### src/pkg/tcr_pkg.sv
package tcr_pkg;

    // bus geometry: one aligned 32-bit word per nibble register
    localparam int unsigned ADDR_W     = 18;
    localparam int unsigned DATA_W     = 32;
    localparam int unsigned NIB_W      = 4;
    localparam int unsigned CNT_W      = 8;

    // register indices as printed; byte address is four times the index
    localparam logic [15:0] IDX_T2_CNT_LOW   = 16'hffd0;
    localparam logic [15:0] IDX_T2_CNT_HIGH  = 16'hffd1;
    localparam logic [15:0] IDX_T0_CMP_LOW   = 16'hffd2;
    localparam logic [15:0] IDX_T0_CMP_HIGH  = 16'hffd3;
    localparam logic [15:0] IDX_T1_CMP_LOW   = 16'hffd4;
    localparam logic [15:0] IDX_T1_CMP_HIGH  = 16'hffd5;
    localparam logic [15:0] IDX_PWM_SEL      = 16'hffd8;
    localparam logic [15:0] IDX_CMP_IRQ_EN   = 16'hffe0;
    localparam logic [15:0] IDX_UF_IRQ_EN    = 16'hffe1;
    localparam logic [15:0] IDX_CMP_FLAGS    = 16'hfff0;
    localparam logic [15:0] IDX_UF_FLAGS     = 16'hfff1;

    // implemented bits inside each control nibble
    localparam logic [3:0]  MASK_TWO_TIMERS   = 4'h3;
    localparam logic [3:0]  MASK_THREE_TIMERS = 4'h7;

    // values after initial reset
    localparam logic [3:0]  RST_NIBBLE = 4'h0;
    localparam logic [7:0]  RST_BYTE   = 8'h00;
    localparam logic [1:0]  RST_TWO    = 2'h0;
    localparam logic [2:0]  RST_THREE  = 3'h0;

    // cycles from request edge to the edge where waitrequest is low
    localparam int unsigned BUS_LATENCY = 1;

    // per-cycle view of the counting core
    typedef struct packed {
        logic [7:0] timer0_count;       // timer 0 down-counter value
        logic [7:0] timer1_count;       // timer 1 down-counter value
        logic [7:0] timer2_count_value; // timer 2 down-counter value
        logic [2:0] underflow;          // one-cycle underflow pulses, bit n = timer n
        logic       cascade_mode_select; // timers 0 and 1 form one 16-bit timer
    } tcr_core_s;

endpackage

### src/rtl/tcr_top.sv
// Functional notes
// - Timer 2 count high nibble is readable, starts at zero, and ignores writes.
// - Timer 0 compare value is eight read/write bits split low then high nibble, reset zero.
// - Timer 1 compare value is eight read/write bits split low then high nibble, reset zero.
// - Bits 0 and 1 of the output select nibble pick PWM (1) or normal (0) for timers 0 and 1.
// - Bits 0 and 1 of the compare enable nibble unmask the timer 0 and 1 match interrupts.
// - Bits 0 to 2 of the underflow enable nibble unmask the timer 0 to 2 underflow interrupts.
// - Match flags for timers 0 and 1 set on a match, clear on a written one, hold on zero.
// - Underflow flags for timers 0 to 2 set on underflow, clear on a written one, hold on zero.
// - Unimplemented bits of the select, enable and flag nibbles read zero and ignore writes.
// - Every implemented field is zero after the initial reset.
// - In PWM mode the compare value is checked against the count and arriving at equality is a match.
// - PWM output is built from underflow and match; normal output toggles on underflow alone.
// - While timers 0 and 1 are cascaded the timer 1 PWM select bit is ignored.
// - Reading the count low nibble freezes the high nibble, so read low before high.
`timescale 1ns/1ps
`default_nettype none

module tcr_top (
    input  wire logic                          i_clk,                 // 200 MHz clock
    input  wire logic                          i_reset,               // async reset, high
    // avalon-mm slave
    input  wire logic [tcr_pkg::ADDR_W-1:0]    i_avs_address,         // byte address
    input  wire logic                          i_avs_read,            // read request
    input  wire logic                          i_avs_write,           // write request
    input  wire logic [tcr_pkg::DATA_W-1:0]    i_avs_writedata,       // write data
    input  wire logic [3:0]                    i_avs_byteenable,      // byte lanes
    output logic [tcr_pkg::DATA_W-1:0]         o_avs_readdata,        // read data, registered
    output logic                               o_avs_waitrequest,     // stall
    // counting core
    input  wire tcr_pkg::tcr_core_s            i_core,                // counts and underflows
    // outputs
    output logic [1:0]                         o_timer_out,           // timer 0/1 waveform
    output logic [1:0]                         o_compare_match,       // match pulses
    output logic                               o_irq                  // level interrupt
);

    ////////////////////////////////////////////////////////////////////////////
    // helpers

    // index match for a printed register offset
    function automatic logic idx_hit(input logic [15:0] idx,
                                     input logic [tcr_pkg::ADDR_W-1:0] addr);
        idx_hit = (addr[tcr_pkg::ADDR_W-1:2] == idx) && (addr[1:0] == 2'h0);
    endfunction

    // write-one-to-clear with set winning over clear
    function automatic logic [2:0] flag_update(input logic [2:0] cur,
                                               input logic [2:0] set,
                                               input logic [2:0] clr);
        flag_update = (cur & ~clr) | set;
    endfunction

    ////////////////////////////////////////////////////////////////////////////
    // bus handshake

    logic        ack_reg;
    logic        ack_next;
    logic [31:0] rdata_reg;
    logic [31:0] rdata_next;
    wire         req     = i_avs_read | i_avs_write;
    // one wait cycle: data and writes land on the edge where waitrequest is low
    assign ack_next          = req & ~ack_reg;
    assign o_avs_waitrequest = req & ~ack_reg;
    wire         wr_fire = i_avs_write & ack_reg;
    wire         rd_fire = i_avs_read & ack_reg;
    wire         lane0   = i_avs_byteenable[0];
    wire [3:0]   wnib    = i_avs_writedata[3:0];

    // address decode
    wire hit_cnt_lo  = idx_hit(tcr_pkg::IDX_T2_CNT_LOW, i_avs_address);
    wire hit_cnt_hi  = idx_hit(tcr_pkg::IDX_T2_CNT_HIGH, i_avs_address);
    wire hit_t0_lo   = idx_hit(tcr_pkg::IDX_T0_CMP_LOW, i_avs_address);
    wire hit_t0_hi   = idx_hit(tcr_pkg::IDX_T0_CMP_HIGH, i_avs_address);
    wire hit_t1_lo   = idx_hit(tcr_pkg::IDX_T1_CMP_LOW, i_avs_address);
    wire hit_t1_hi   = idx_hit(tcr_pkg::IDX_T1_CMP_HIGH, i_avs_address);
    wire hit_pwm     = idx_hit(tcr_pkg::IDX_PWM_SEL, i_avs_address);
    wire hit_cmp_en  = idx_hit(tcr_pkg::IDX_CMP_IRQ_EN, i_avs_address);
    wire hit_uf_en   = idx_hit(tcr_pkg::IDX_UF_IRQ_EN, i_avs_address);
    wire hit_cmp_fl  = idx_hit(tcr_pkg::IDX_CMP_FLAGS, i_avs_address);
    wire hit_uf_fl   = idx_hit(tcr_pkg::IDX_UF_FLAGS, i_avs_address);

    // nibble write strobes; count nibbles have none, so writes there are dropped
    wire we_t0_lo  = wr_fire & lane0 & hit_t0_lo;
    wire we_t0_hi  = wr_fire & lane0 & hit_t0_hi;
    wire we_t1_lo  = wr_fire & lane0 & hit_t1_lo;
    wire we_t1_hi  = wr_fire & lane0 & hit_t1_hi;
    wire we_pwm    = wr_fire & lane0 & hit_pwm;
    wire we_cmp_en = wr_fire & lane0 & hit_cmp_en;
    wire we_uf_en  = wr_fire & lane0 & hit_uf_en;
    wire we_cmp_fl = wr_fire & lane0 & hit_cmp_fl;
    wire we_uf_fl  = wr_fire & lane0 & hit_uf_fl;

    ////////////////////////////////////////////////////////////////////////////
    // software registers

    logic [7:0] t0_cmp_reg;
    logic [7:0] t0_cmp_next;
    logic [7:0] t1_cmp_reg;
    logic [7:0] t1_cmp_next;
    logic [1:0] pwm_sel_reg;
    logic [1:0] pwm_sel_next;
    logic [1:0] cmp_en_reg;
    logic [1:0] cmp_en_next;
    logic [2:0] uf_en_reg;
    logic [2:0] uf_en_next;

    // compare values, nibble at a time
    assign t0_cmp_next = {we_t0_hi ? wnib : t0_cmp_reg[7:4],
                          we_t0_lo ? wnib : t0_cmp_reg[3:0]};
    assign t1_cmp_next = {we_t1_hi ? wnib : t1_cmp_reg[7:4],
                          we_t1_lo ? wnib : t1_cmp_reg[3:0]};
    // only implemented bits are kept; upper bits of the nibble are dropped
    assign pwm_sel_next = we_pwm ? wnib[1:0] : pwm_sel_reg;
    assign cmp_en_next  = we_cmp_en ? wnib[1:0] : cmp_en_reg;
    assign uf_en_next   = we_uf_en ? wnib[2:0] : uf_en_reg;

    ////////////////////////////////////////////////////////////////////////////
    // count latch

    logic [3:0] cnt_hi_reg;
    logic [3:0] cnt_hi_next;
    // high nibble is caught as the low read completes, one edge after the low nibble is sampled
    assign cnt_hi_next = (rd_fire & hit_cnt_lo) ? i_core.timer2_count_value[7:4]
                                                : cnt_hi_reg;

    ////////////////////////////////////////////////////////////////////////////
    // compare match and waveform

    logic [1:0] eq_prev_reg;
    logic [1:0] wave_reg;
    logic [1:0] wave_next;
    logic [1:0] match_reg;
    wire        cascade   = i_core.cascade_mode_select;
    // timer 1 select has no meaning once it is the upper byte of timer 0
    wire [1:0]  pwm_eff   = {pwm_sel_reg[1] & ~cascade, pwm_sel_reg[0]};
    wire [1:0]  eq_now    = {i_core.timer1_count == t1_cmp_reg,
                             i_core.timer0_count == t0_cmp_reg};
    // one pulse per arrival at the compare value, not one per cycle it sits there
    wire [1:0]  match_evt = pwm_eff & eq_now & ~eq_prev_reg;

    // pwm: high from reload, low at match; normal: toggle on underflow
    always_comb begin
        for (int n = 0; n < 2; n++) begin
            if (pwm_eff[n]) begin
                if (i_core.underflow[n]) begin
                    wave_next[n] = 1'b1;
                end else if (match_evt[n]) begin
                    wave_next[n] = 1'b0;
                end else begin
                    wave_next[n] = wave_reg[n];
                end
            end else begin
                wave_next[n] = wave_reg[n] ^ i_core.underflow[n];
            end
        end
    end

    ////////////////////////////////////////////////////////////////////////////
    // interrupt flags

    logic [1:0] cmp_fl_reg;
    logic [1:0] cmp_fl_next;
    logic [2:0] uf_fl_reg;
    logic [2:0] uf_fl_next;
    wire  [2:0] cmp_clr = we_cmp_fl ? {1'b0, wnib[1:0]} : 3'h0;
    wire  [2:0] uf_clr  = we_uf_fl ? wnib[2:0] : 3'h0;
    wire  [2:0] cmp_upd = flag_update({1'b0, cmp_fl_reg}, {1'b0, match_evt}, cmp_clr);
    // flags set whatever their enables say
    assign cmp_fl_next = cmp_upd[1:0];
    assign uf_fl_next  = flag_update(uf_fl_reg, i_core.underflow, uf_clr);
    assign o_irq = |(cmp_fl_reg & cmp_en_reg) | |(uf_fl_reg & uf_en_reg);

    ////////////////////////////////////////////////////////////////////////////
    // read mux; unmapped and unimplemented bits read zero

    always_comb begin
        rdata_next = 32'h0000_0000;
        if (rd_fire) begin
            rdata_next = rdata_reg;
        end else if (i_avs_read & ~ack_reg) begin
            unique case (1'b1)
                hit_cnt_lo: rdata_next[3:0] = i_core.timer2_count_value[3:0];
                hit_cnt_hi: rdata_next[3:0] = cnt_hi_reg;
                hit_t0_lo:  rdata_next[3:0] = t0_cmp_reg[3:0];
                hit_t0_hi:  rdata_next[3:0] = t0_cmp_reg[7:4];
                hit_t1_lo:  rdata_next[3:0] = t1_cmp_reg[3:0];
                hit_t1_hi:  rdata_next[3:0] = t1_cmp_reg[7:4];
                hit_pwm:    rdata_next[1:0] = pwm_sel_reg;
                hit_cmp_en: rdata_next[1:0] = cmp_en_reg;
                hit_uf_en:  rdata_next[2:0] = uf_en_reg;
                hit_cmp_fl: rdata_next[1:0] = cmp_fl_reg;
                hit_uf_fl:  rdata_next[2:0] = uf_fl_reg;
                default:    rdata_next = 32'h0000_0000;
            endcase
        end
    end
    assign o_avs_readdata = rdata_reg;

    ////////////////////////////////////////////////////////////////////////////
    // state

    // bus and data registers
    always_ff @(posedge i_clk or posedge i_reset) begin
        if (i_reset) begin
            ack_reg     <= 1'b0;
            rdata_reg   <= 32'h0000_0000;
            t0_cmp_reg  <= tcr_pkg::RST_BYTE;
            t1_cmp_reg  <= tcr_pkg::RST_BYTE;
            pwm_sel_reg <= tcr_pkg::RST_TWO;
            cmp_en_reg  <= tcr_pkg::RST_TWO;
            uf_en_reg   <= tcr_pkg::RST_THREE;
            cnt_hi_reg  <= tcr_pkg::RST_NIBBLE;
        end else begin
            ack_reg     <= ack_next;
            rdata_reg   <= rdata_next;
            t0_cmp_reg  <= t0_cmp_next;
            t1_cmp_reg  <= t1_cmp_next;
            pwm_sel_reg <= pwm_sel_next;
            cmp_en_reg  <= cmp_en_next;
            uf_en_reg   <= uf_en_next;
            cnt_hi_reg  <= cnt_hi_next;
        end
    end

    // event side
    always_ff @(posedge i_clk or posedge i_reset) begin
        if (i_reset) begin
            eq_prev_reg <= tcr_pkg::RST_TWO;
            wave_reg    <= tcr_pkg::RST_TWO;
            match_reg   <= tcr_pkg::RST_TWO;
            cmp_fl_reg  <= tcr_pkg::RST_TWO;
            uf_fl_reg   <= tcr_pkg::RST_THREE;
        end else begin
            eq_prev_reg <= eq_now;
            wave_reg    <= wave_next;
            match_reg   <= match_evt;
            cmp_fl_reg  <= cmp_fl_next;
            uf_fl_reg   <= uf_fl_next;
        end
    end

    assign o_timer_out     = wave_reg;
    assign o_compare_match = match_reg;

endmodule

`default_nettype wire

### config.mk
export PLATFORM = sky130hd
export DESIGN_NAME = tcr_top
export DESIGN_NICKNAME = d
export VERILOG_FILES = /design/src/pkg/tcr_pkg.sv /design/src/rtl/tcr_top.sv
export SDC_FILE = /design/constraint.sdc
export NUM_CORES = 1
export LEC_CHECK = 0
export ABC_AREA = 1
export BUFFER_PORTS_ARGS = -buffer_cell sky130_fd_sc_hd__buf_2
export CAP_MARGIN = 20
export CORE_MARGIN = 2
export CORE_UTILIZATION = 48
export CTS_CLUSTER_DIAMETER = 60
export DETAILED_ROUTE_END_ITERATION = 7
export PLACE_DENSITY = 0.92
export SLEW_MARGIN = 30
export SYNTH_ARGS = -nofsm -noshare
export SYNTH_HDL_FRONTEND = slang
export SYNTH_SLANG_ARGS = --single-unit
### constraint.sdc
create_clock -name i_clk -period 1.5 [get_ports i_clk]
set_input_delay 0.075 -clock i_clk [delete_from_list [all_inputs] [get_ports i_clk]]
set_output_delay 0.075 -clock i_clk [all_outputs]
set_load 0.03 [all_outputs]
* Word level (Yosys, flattened, before mapping)
Cells that the tools add are included.
** Operators by class
- Add/subtract/negate cells :: 0
- Multipliers :: 0
- Div/mod/pow operators :: 0
- $lt $le $gt $ge :: 0
- Equal/unequal tests :: 15
- Shifts and indexed selects :: 0
- Mux-type cells :: 12
- Bitwise operators :: 33
- Reduce and logical (&&, ||, !) cells :: 14
** Operators by type and width (number)
- == test 16 bit (second input constant) :: 11
- case mux 2 bit (11 select lines) :: 1
- AND 1 bit :: 16
- == test 8 bit :: 2
- logical AND 1 bit :: 11
- AND 2 bit :: 4
- case mux 1 bit (8 select lines) :: 1
- AND 3 bit :: 2
- 2-to-1 mux 1 bit :: 6
- inequality test 3 x 2 -> 1 bit (second input constant) :: 2
- case mux 1 bit (6 select lines) :: 1
- 2-to-1 mux 4 bit :: 1
- inverter 2 bit :: 2
- 2-to-1 mux 3 bit :: 1
- inverter 3 bit :: 1
- OR 3 bit :: 1
- OR reduction 3 bit :: 1
- logical NOT 2 bit :: 1
- 2-to-1 mux 2 bit :: 1
- inverter 1 bit :: 2
- OR 1 bit :: 2
- OR 2 bit :: 1
- OR reduction 2 bit :: 1
- bitwise XOR 1 bit :: 2
** Storage, ports and cells
- Register bits :: 71
- Bits in latches :: 0
- Bits in writable memories :: 0
- ROM bits :: 0
- Word-level logic and storage cells :: 90
- Memories :: 0

* Longest topological paths before layout
Gate-level depths: netlist of the first run.
- Depth in word-level cells :: 7
- Depth in mapped cells :: 12

* Worst setup path before layout of the first run
No wires, ideal clock.
- Path kind :: reg-to-reg
- Start :: register ack_reg
- End :: register uf_fl_reg[2]
- Arrival :: 1093 ps
- Required time :: 1377 ps
- Slack :: 284 ps
- Cell stages (with the launch flop) :: 6
- Clock period less this slack :: 1216 ps
- Cells stage by stage :: dfrtp_1 -> and3_1 -> buf_2 -> nand4_1 -> o21ai_0 -> nand2_1
** Between the ends
- Word-level cells in the longest chain between the ends :: 7
** Ends and longest elaborated chain
- start: declaration :: line tcr_top.sv:57 : logic ack_reg;
- start signal: assignment :: line tcr_top.sv:215 : ack_reg <= ack_next;
- AND 1 bit :: line tcr_top.sv:65 : wire wr_fire = i_avs_write & ack_reg;
- AND 1 bit (2 in a row) :: line tcr_top.sv:92 : wire we_uf_fl = wr_fire & lane0 & hit_uf_fl;
- 2-to-1 mux 3 bit :: line tcr_top.sv:167 : wire [2:0] uf_clr = we_uf_fl ? wnib[2:0] : 3'h0;
- inverter 3 bit :: line tcr_top.sv:51 : flag_update = (cur & ~clr) | set;
- AND 3 bit :: line tcr_top.sv:51
- OR 3 bit :: line tcr_top.sv:51
- net uf_fl_next[2] :: line tcr_top.sv:165 : logic [2:0] uf_fl_next;
- end signal: assignment :: line tcr_top.sv:233 : uf_fl_reg <= tcr_pkg::RST_THREE;
- end signal: assignment :: line tcr_top.sv:239 : uf_fl_reg <= uf_fl_next;
- end: declaration :: line tcr_top.sv:164 : logic [2:0] uf_fl_reg;
The timed path passes the listed nets, and every way through them passes these cells.
A chain may end at the register's enable or synchronous reset.

* Final worst setup path of the first run
- Start :: register t1_cmp_reg[7]
- End :: register wave_reg[1] (netlist: o_timer_out[1])
** Between the ends
- Word-level cells in the longest chain between the ends :: 4
** Ends and longest elaborated chain
- start: declaration :: line tcr_top.sv:99 : logic [7:0] t1_cmp_reg;
- start signal: assignment :: line tcr_top.sv:209 : t1_cmp_reg <= tcr_pkg::RST_BYTE;
- start signal: assignment :: line tcr_top.sv:218 : t1_cmp_reg <= t1_cmp_next;
- == test 8 bit :: line tcr_top.sv:137 : wire [1:0] eq_now = {i_core.timer1_count == t1_cmp_reg,
- net eq_now[1] :: line tcr_top.sv:137
- AND 2 bit (2 in a row) :: line tcr_top.sv:140 : wire [1:0] match_evt = pwm_eff & eq_now & ~eq_prev_reg;
- inequality test 3 x 2 -> 1 bit (no line)
- end signal: assignment :: line tcr_top.sv:230 : wave_reg <= tcr_pkg::RST_TWO;
- end signal: assignment :: line tcr_top.sv:236 : wave_reg <= wave_next;
- end: declaration :: line tcr_top.sv:131 : logic [1:0] wave_reg;
The timed path passes the listed nets, and every way through them passes these cells.

==> results of run 1 <==
==> per-stage QoR <==
| step | setup WS, ns | cells | util, % | instance area, um^2 |
|---|---|---|---|---|
| 2_1_floorplan | 0.2842 | 436 | - | 3009 |
| 3_3_place_gp | 0.1261 | 556 | 55.91 | 3291 |
| 3_5_place_dp | 0.08826 | 556 | 55.91 | 3291 |
| 4_1_cts | 0.08109 | 571 | 59.01 | 3473 |
| 5_1_grt | 0.007632 | 571 | 59.01 | 3473 |
| 6_report | 0.09143 | 571 | 59.01 | 3473 |
==> cell type report <==
cell class              instances  area share, %
inverters                      55          5.944
multi-input cells             306          42.72
clock buffers                   5          1.981
well taps                      75          2.702
flip-flops and latches         43          30.98
clock inverters                 3          1.261
repair buffers                 84          14.41
==> layer usage <==
metal  routed length [um]  share of wire, %  global-route usage [%]
met5                    0                 0                       0
met4                   87               1.2                   6.833
met3                  662               9.4                   3.956
met2                 3437                49                   38.21
met1                 2888                41                   28.59
==> power by group <==
group	internal (mW)	total [mW]	switching, mW
Clock	0.496	0.929	0.433
Combinational	0.117	0.403	0.286
Sequential	1.17	1.18	0.00773
Total	1.78	2.51	0.726
==> worst reg2reg max path, delay by kind of cell (launching register included) <==
family | cells | cell delay, ns
DFF | 1 | 0.42
and+or+nand+nor | 6 | 0.89
==> synthesized netlist by cell type (2+ instances only) <==
library cell / n / share of area, %
nand2_1: 116 / 15
inv_1: 51 / 6.6
nor2_1: 48 / 6.2
dfrtp_1: 43 / 37
nand3_1: 33 / 5.7
buf_4: 28 / 7.2
o21ai_0: 21 / 3.6
nand4_1: 17 / 3.7
o21ai_1: 11 / 1.9
inv_2: 4 / 0.52
mux2_1: 4 / 1.5
nand3_2: 4 / 1.4
nand3_4: 4 / 2.4
nor2_4: 4 / 1.5
nand2_2: 3 / 0.65
and3_1: 2 / 0.43
nor4_1: 2 / 0.43
o22ai_1: 2 / 0.43
or2_2: 2 / 0.43
==> worst min-delay path by stage <==
stage               slack [ns]       endpoint  depth (start not counted)
floorplan                 0.17   uf_fl_reg[0]                          2
finish                   0.003  cnt_hi_reg[0]                          2
global route             0.005  cnt_hi_reg[0]                          2
CTS                      0.006  cnt_hi_reg[0]                          2
detailed placement        0.25  cmp_fl_reg[1]                          3
global placement          0.23  cmp_fl_reg[1]                          3
==> logic make-up (layout without fill, tap and decap cells) <==
logic type | after synthesis | count (layout) | share of synthesized area, %
compound gates | 35 | 35 | 6.282
buf+inv | 87 | 147 | 15.45
flops | 43 | 43 | 37.01
mux | 4 | 4 | 1.549
other cells | 1 | 28 | 0.1290
simple gates | 239 | 239 | 39.59
==> flow_summary.json, run 1 <==
{
  "period_minus_slack_ns": 1.409,
  "nNetsFinal": 581,
  "totalWireLength_um": 7076,
  "worst_setup_path_end_kind": "register",
  "cp_slowest_stage_delay_ns": 0.42,
  "crit_fanout": 4,
  "setup_viol": 0,
  "reg2reg_slack_ns": 0.09,
  "maxSlewHeadroom_pct": 64.43,
  "clock_sinks": 43,
  "core_area_mm2": 0.005886,
  "grt_pass1_vias": 2588,
  "cts_max_level": 2,
  "worstPathArrival_ns": 1.61,
  "cts_buffer_depth": 2,
  "clock_latency_ns": 0.31,
  "ant_nets": 0,
  "grt_max_degree": 44,
  "status": "finished, final reports clean",
  "ctsHoldBuffers": 7,
  "fillerInstances": 553,
  "ys_types": 29,
  "powerDensity_mw_per_mm2": 722.5,
  "cp_slowest_cell": "dfrtp_1",
  "yosysWarnings": 0,
  "postCtsSetupRepairBufs": 0,
  "synth_async_sr_flop_share_pct": 100.0,
  "path_cells": "nand2_1 > nand4_1 > nor4_1 > nand2_1 > nand2_1 > nand2_1",
  "hold_start": "i_core[8]",
  "drc": 0,
  "worst_pin_slew_ns": 0.5336,
  "cts_buffers": 5,
  "ir_worst_vdd_mv": 0.5948,
  "setup-tns-final_ns": 0,
  "regToRegStartpoint": "t1_cmp_reg[7]",
  "final_common_cell": "nand2_1",
  "track_usage_pct": 22.29,
  "antenna_found_initial": 0,
  "yosysSeqAreaShare_pct": 37.01,
  "synth_edf_count": 0,
  "syn2layout_area_growth_pct": 19.45,
  "firstDrtPassIters": 4,
  "placementRows": 28,
  "multi_input_area_mm2": 0.001484,
  "pin_count": 124,
  "die_h_um": 81.83,
  "finalPower_mw": 2.509,
  "cts_resized": 0,
  "fp.dieW_um": 81.83,
  "ys.flop_type": "dfrtp_1",
  "synth_cells": 409,
  "antennaDiodeCount": 0,
  "synth_seq_cells": 43,
  "grt_pass1_wl_um": 11410,
  "drt_iter0_markers": 172,
  "gp_congestion": 0.9552,
  "skew_ns": 0.008637,
  "vias_per_cell": 4.925,
  "drive_above_1_share_pct": 21.98,
  "crit_path_start": "t1_cmp_reg[7]",
  "fp.dieArea_mm2": 0.006696,
  "syn_area_mm2": 0.002908,
  "reg2regPathDepth": 6,
  "path_depth": 6,
  "wl_per_cell_um": 12.39,
  "r2r-end": "o_timer_out[1]",
  "worst-path-buf-inv": 0,
  "hpwl_um": 5602,
  "timing.critical_path.mode_cell": "nand2_1",
  "mostFrequentLayoutCells": "nand2_1 (116), buf_2 (64), inv_1 (51)",
  "setup.worst_path.class": "reg2reg",
  "maxCapViolCount": 0,
  "grt-ovfl-total": 0,
  "io_buffers": 64,
  "worstPathRequired_ns": 1.70,
  "clk_pin_slew_ns": 0.08,
  "rsz0062_at_grt": "no",
  "power_leakage_nw": 1.897,
  "hold_slack_ns": 0.003445,
  "start_util_pct": 49.40,
  "max_freq_mhz": 709.9,
  "syn_area_per_cell_um2": 7.110,
  "critPathLaunchType": "register",
  "hold_viol": 0,
  "period_share_pct": 93.90,
  "cp_top_family": "simple AND/OR/NAND/NOR gates",
  "crit_end": "o_timer_out[1]",
  "min_path_type": "in2reg",
  "cts_tree": "yes",
  "vias": 2812,
  "drv_slew": 0,
  "final-seq-area_mm2": 0.001076,
  "root_buffer": "clkbuf_8"
}
Power figures use the tool's default switching activity.
==> run 2: changes to the inputs <==
--- a/config.mk
+++ b/config.mk
@@ -6,6 +6,7 @@
 export NUM_CORES = 1
 export LEC_CHECK = 0
 export ABC_AREA = 1
+export ABC_CLOCK_PERIOD_IN_PS = 1550
 export BUFFER_PORTS_ARGS = -buffer_cell sky130_fd_sc_hd__buf_2
 export CAP_MARGIN = 20
 export CORE_MARGIN = 2
@@ -13,6 +14,7 @@
 export CTS_CLUSTER_DIAMETER = 60
 export DETAILED_ROUTE_END_ITERATION = 7
 export PLACE_DENSITY = 0.92
+export RECOVER_POWER = 100
 export SLEW_MARGIN = 30
 export SYNTH_ARGS = -nofsm -noshare
 export SYNTH_HDL_FRONTEND = slang
==> constraint.sdc (replaced) <==
create_clock -name i_clk -period 1.55 [get_ports i_clk]
set_input_delay 0.0775 -clock i_clk [delete_from_list [all_inputs] [get_ports i_clk]]
set_output_delay 0.0775 -clock i_clk [all_outputs]
set_load 0.03 [all_outputs]
==> flow_summary.json, run 2 (synthesized netlist as in run 1, its figures left out) <==
{
  "clock_sinks": 43,
  "placementRows": 28,
  "ant_nets": 0,
  "pin_count": 124,
  "drt_iter0_markers": 144,
  "drv_slew": 0,
  "grt_pass1_vias": 2628,
  "status": "finished, final reports clean",
  "totalWireLength_um": 7165,
  "postLayoutCoreUtil_pct": 57.16,
  "dp.cells": 551,
  "vias": 2862,
  "power_leakage_nw": 1.831,
  "worst_pin_slew_ns": 1.032,
  "setup-tns-final_ns": 0,
  "antenna_found_initial": 0,
  "hold_viol": 0,
  "fp.dieW_um": 81.83,
  "wl_per_cell_um": 12.70,
  "gp_congestion": 0.9609,
  "powerDensity_mw_per_mm2": 715.4,
  "min_path_type": "in2reg",
  "worst-path-buf-inv": 1,
  "timing.critical_path.mode_cell": "nand2_1",
  "skew_ns": 0.006832,
  "io_buffers": 64,
  "grtUsageMet2_pct": 40.41,
  "vias_per_cell": 5.074,
  "path_cells": "inv_1 > nand2_1 > nand4_1 > nor4_4 > nand2_1 > nand2_1 > nand2_1",
  "grtUsageMet1_pct": 27.69,
  "max_freq_mhz": 704.4,
  "firstDrtPassIters": 5,
  "clock_latency_ns": 0.30,
  "hold_slack_ns": 0.006935,
  "worstPathRequired_ns": 1.74,
  "crit_fanout": 4,
  "period_minus_slack_ns": 1.420,
  "nNetsFinal": 574,
  "fp.dieArea_mm2": 0.006696,
  "cp_slowest_cell": "dfrtp_1",
  "setup.worst_path.class": "reg2reg",
  "reg2reg_slack_ns": 0.13,
  "period_share_pct": 91.58,
  "cp_top_family": "simple AND/OR/NAND/NOR gates",
  "worst_setup_path_end_kind": "register",
  "finalNonFillerCells": 564,
  "cts_buffer_depth": 2,
  "ir_worst_vdd_mv": 0.4761,
  "track_usage_pct": 22.26,
  "start_util_pct": 49.40,
  "regToRegStartpoint": "t1_cmp_reg[6]",
  "root_buffer": "clkbuf_8",
  "rsz0062_at_grt": "no",
  "r2r-end": "o_timer_out[1]",
  "core_area_mm2": 0.005886,
  "holdPathEnd": "cnt_hi_reg[3]",
  "drive_above_1_share_pct": 18.61,
  "grt-busiest-layer": "met2",
  "die_h_um": 81.83,
  "grt-ovfl-total": 0,
  "hpwl_um": 5679,
  "cp_slowest_stage_delay_ns": 0.42,
  "antennaDiodeCount": 0,
  "finalPower_mw": 2.407,
  "critPathLaunchType": "register",
  "hold_depth": 2,
  "cts_buffers": 5,
  "reg2regPathDepth": 7,
  "setup_viol": 0,
  "grt_max_degree": 44,
  "drc": 0,
  "mostFrequentLayoutCells": "nand2_1 (116), buf_2 (54), inv_1 (52)",
  "maxSlewHeadroom_pct": 31.17,
  "cts_tree": "yes",
  "clk_pin_slew_ns": 0.09,
  "hold_start": "i_core[11]",
  "grt_pass1_wl_um": 11390,
  "grt_use_met3_pct": 3.516,
  "syn2layout_area_growth_pct": 15.71,
  "cts_max_level": 2,
  "crit_path_start": "t1_cmp_reg[6]",
  "final_common_cell": "nand2_1",
  "worstPathArrival_ns": 1.61,
  "maxCapViolCount": 0
}
-- run 2: cell types whose count changed in the layout (fill, tap and decap cells not counted) --
cell	previous run	this run
buf_2	64	54
buf_4	12	5
clkbuf_1	0	9
clkbuf_2	0	3
dlygate4sd3_1	7	5
inv_1	51	52
inv_2	4	3
nand3_1	33	37
nand3_4	4	0
nor4_1	2	1
nor4_4	0	1
o21ai_0	21	27
o21ai_1	11	5
-- run 2: worst max-delay path by stage --
stage,to,slack (ns),cells after the start
3_3_place_gp,o_timer_out[1],0.16,7
5_1_grt,t1_cmp_reg[3],0.02,4
6_report,o_timer_out[1],0.13,7
4_1_cts,o_timer_out[1],0.03,7
3_5_place_dp,o_timer_out[1],0.05,7
2_1_floorplan,uf_fl_reg[2],0.33,5
-- run 2: cell type report --
| type | count | area [um^2] |
|---|---|---|
| flip-flops and latches | 43 | 1076 |
| clock buffers | 5 | 68.82 |
| fillers | 562 | 2521 |
| well taps | 75 | 93.84 |
| inverters | 55 | 206.4 |
| clock inverters | 3 | 43.79 |
| multi-input cells | 306 | 1449 |
| repair buffers | 77 | 426.7 |
-- run 2: through the flow --
stage	worst slack, ns	area [um^2]
after global routing	0.02067	3364
after global placement	0.1555	3253
after CTS	0.03342	3406
final	0.1304	3364
after floorplan	0.3342	3009
after detailed placement	0.05186	3253
-- run 2: routing by layer --
layer,up-vias,part of all wire [%]
met2,117,49
met4,0,1.4
met1,1334,43
met5,-,0
met3,11,6.6
li1,1400,-
-- run 2: where the power goes --
group	total, mW	switching [mW]	internal [mW]	leakage (nW)
logic	0.382	0.276	0.105	1.19
registers	1.14	0.00999	1.13	0.579
clock network	0.883	0.403	0.480	0.0581
-- run 2: repair_timing --
item,in CTS,in global routing
resized for setup,0,2
endpoints found under the hold margin,46,1
setup endpoints to repair,0,3
hold buffers,4,1
setup buffers,0,0
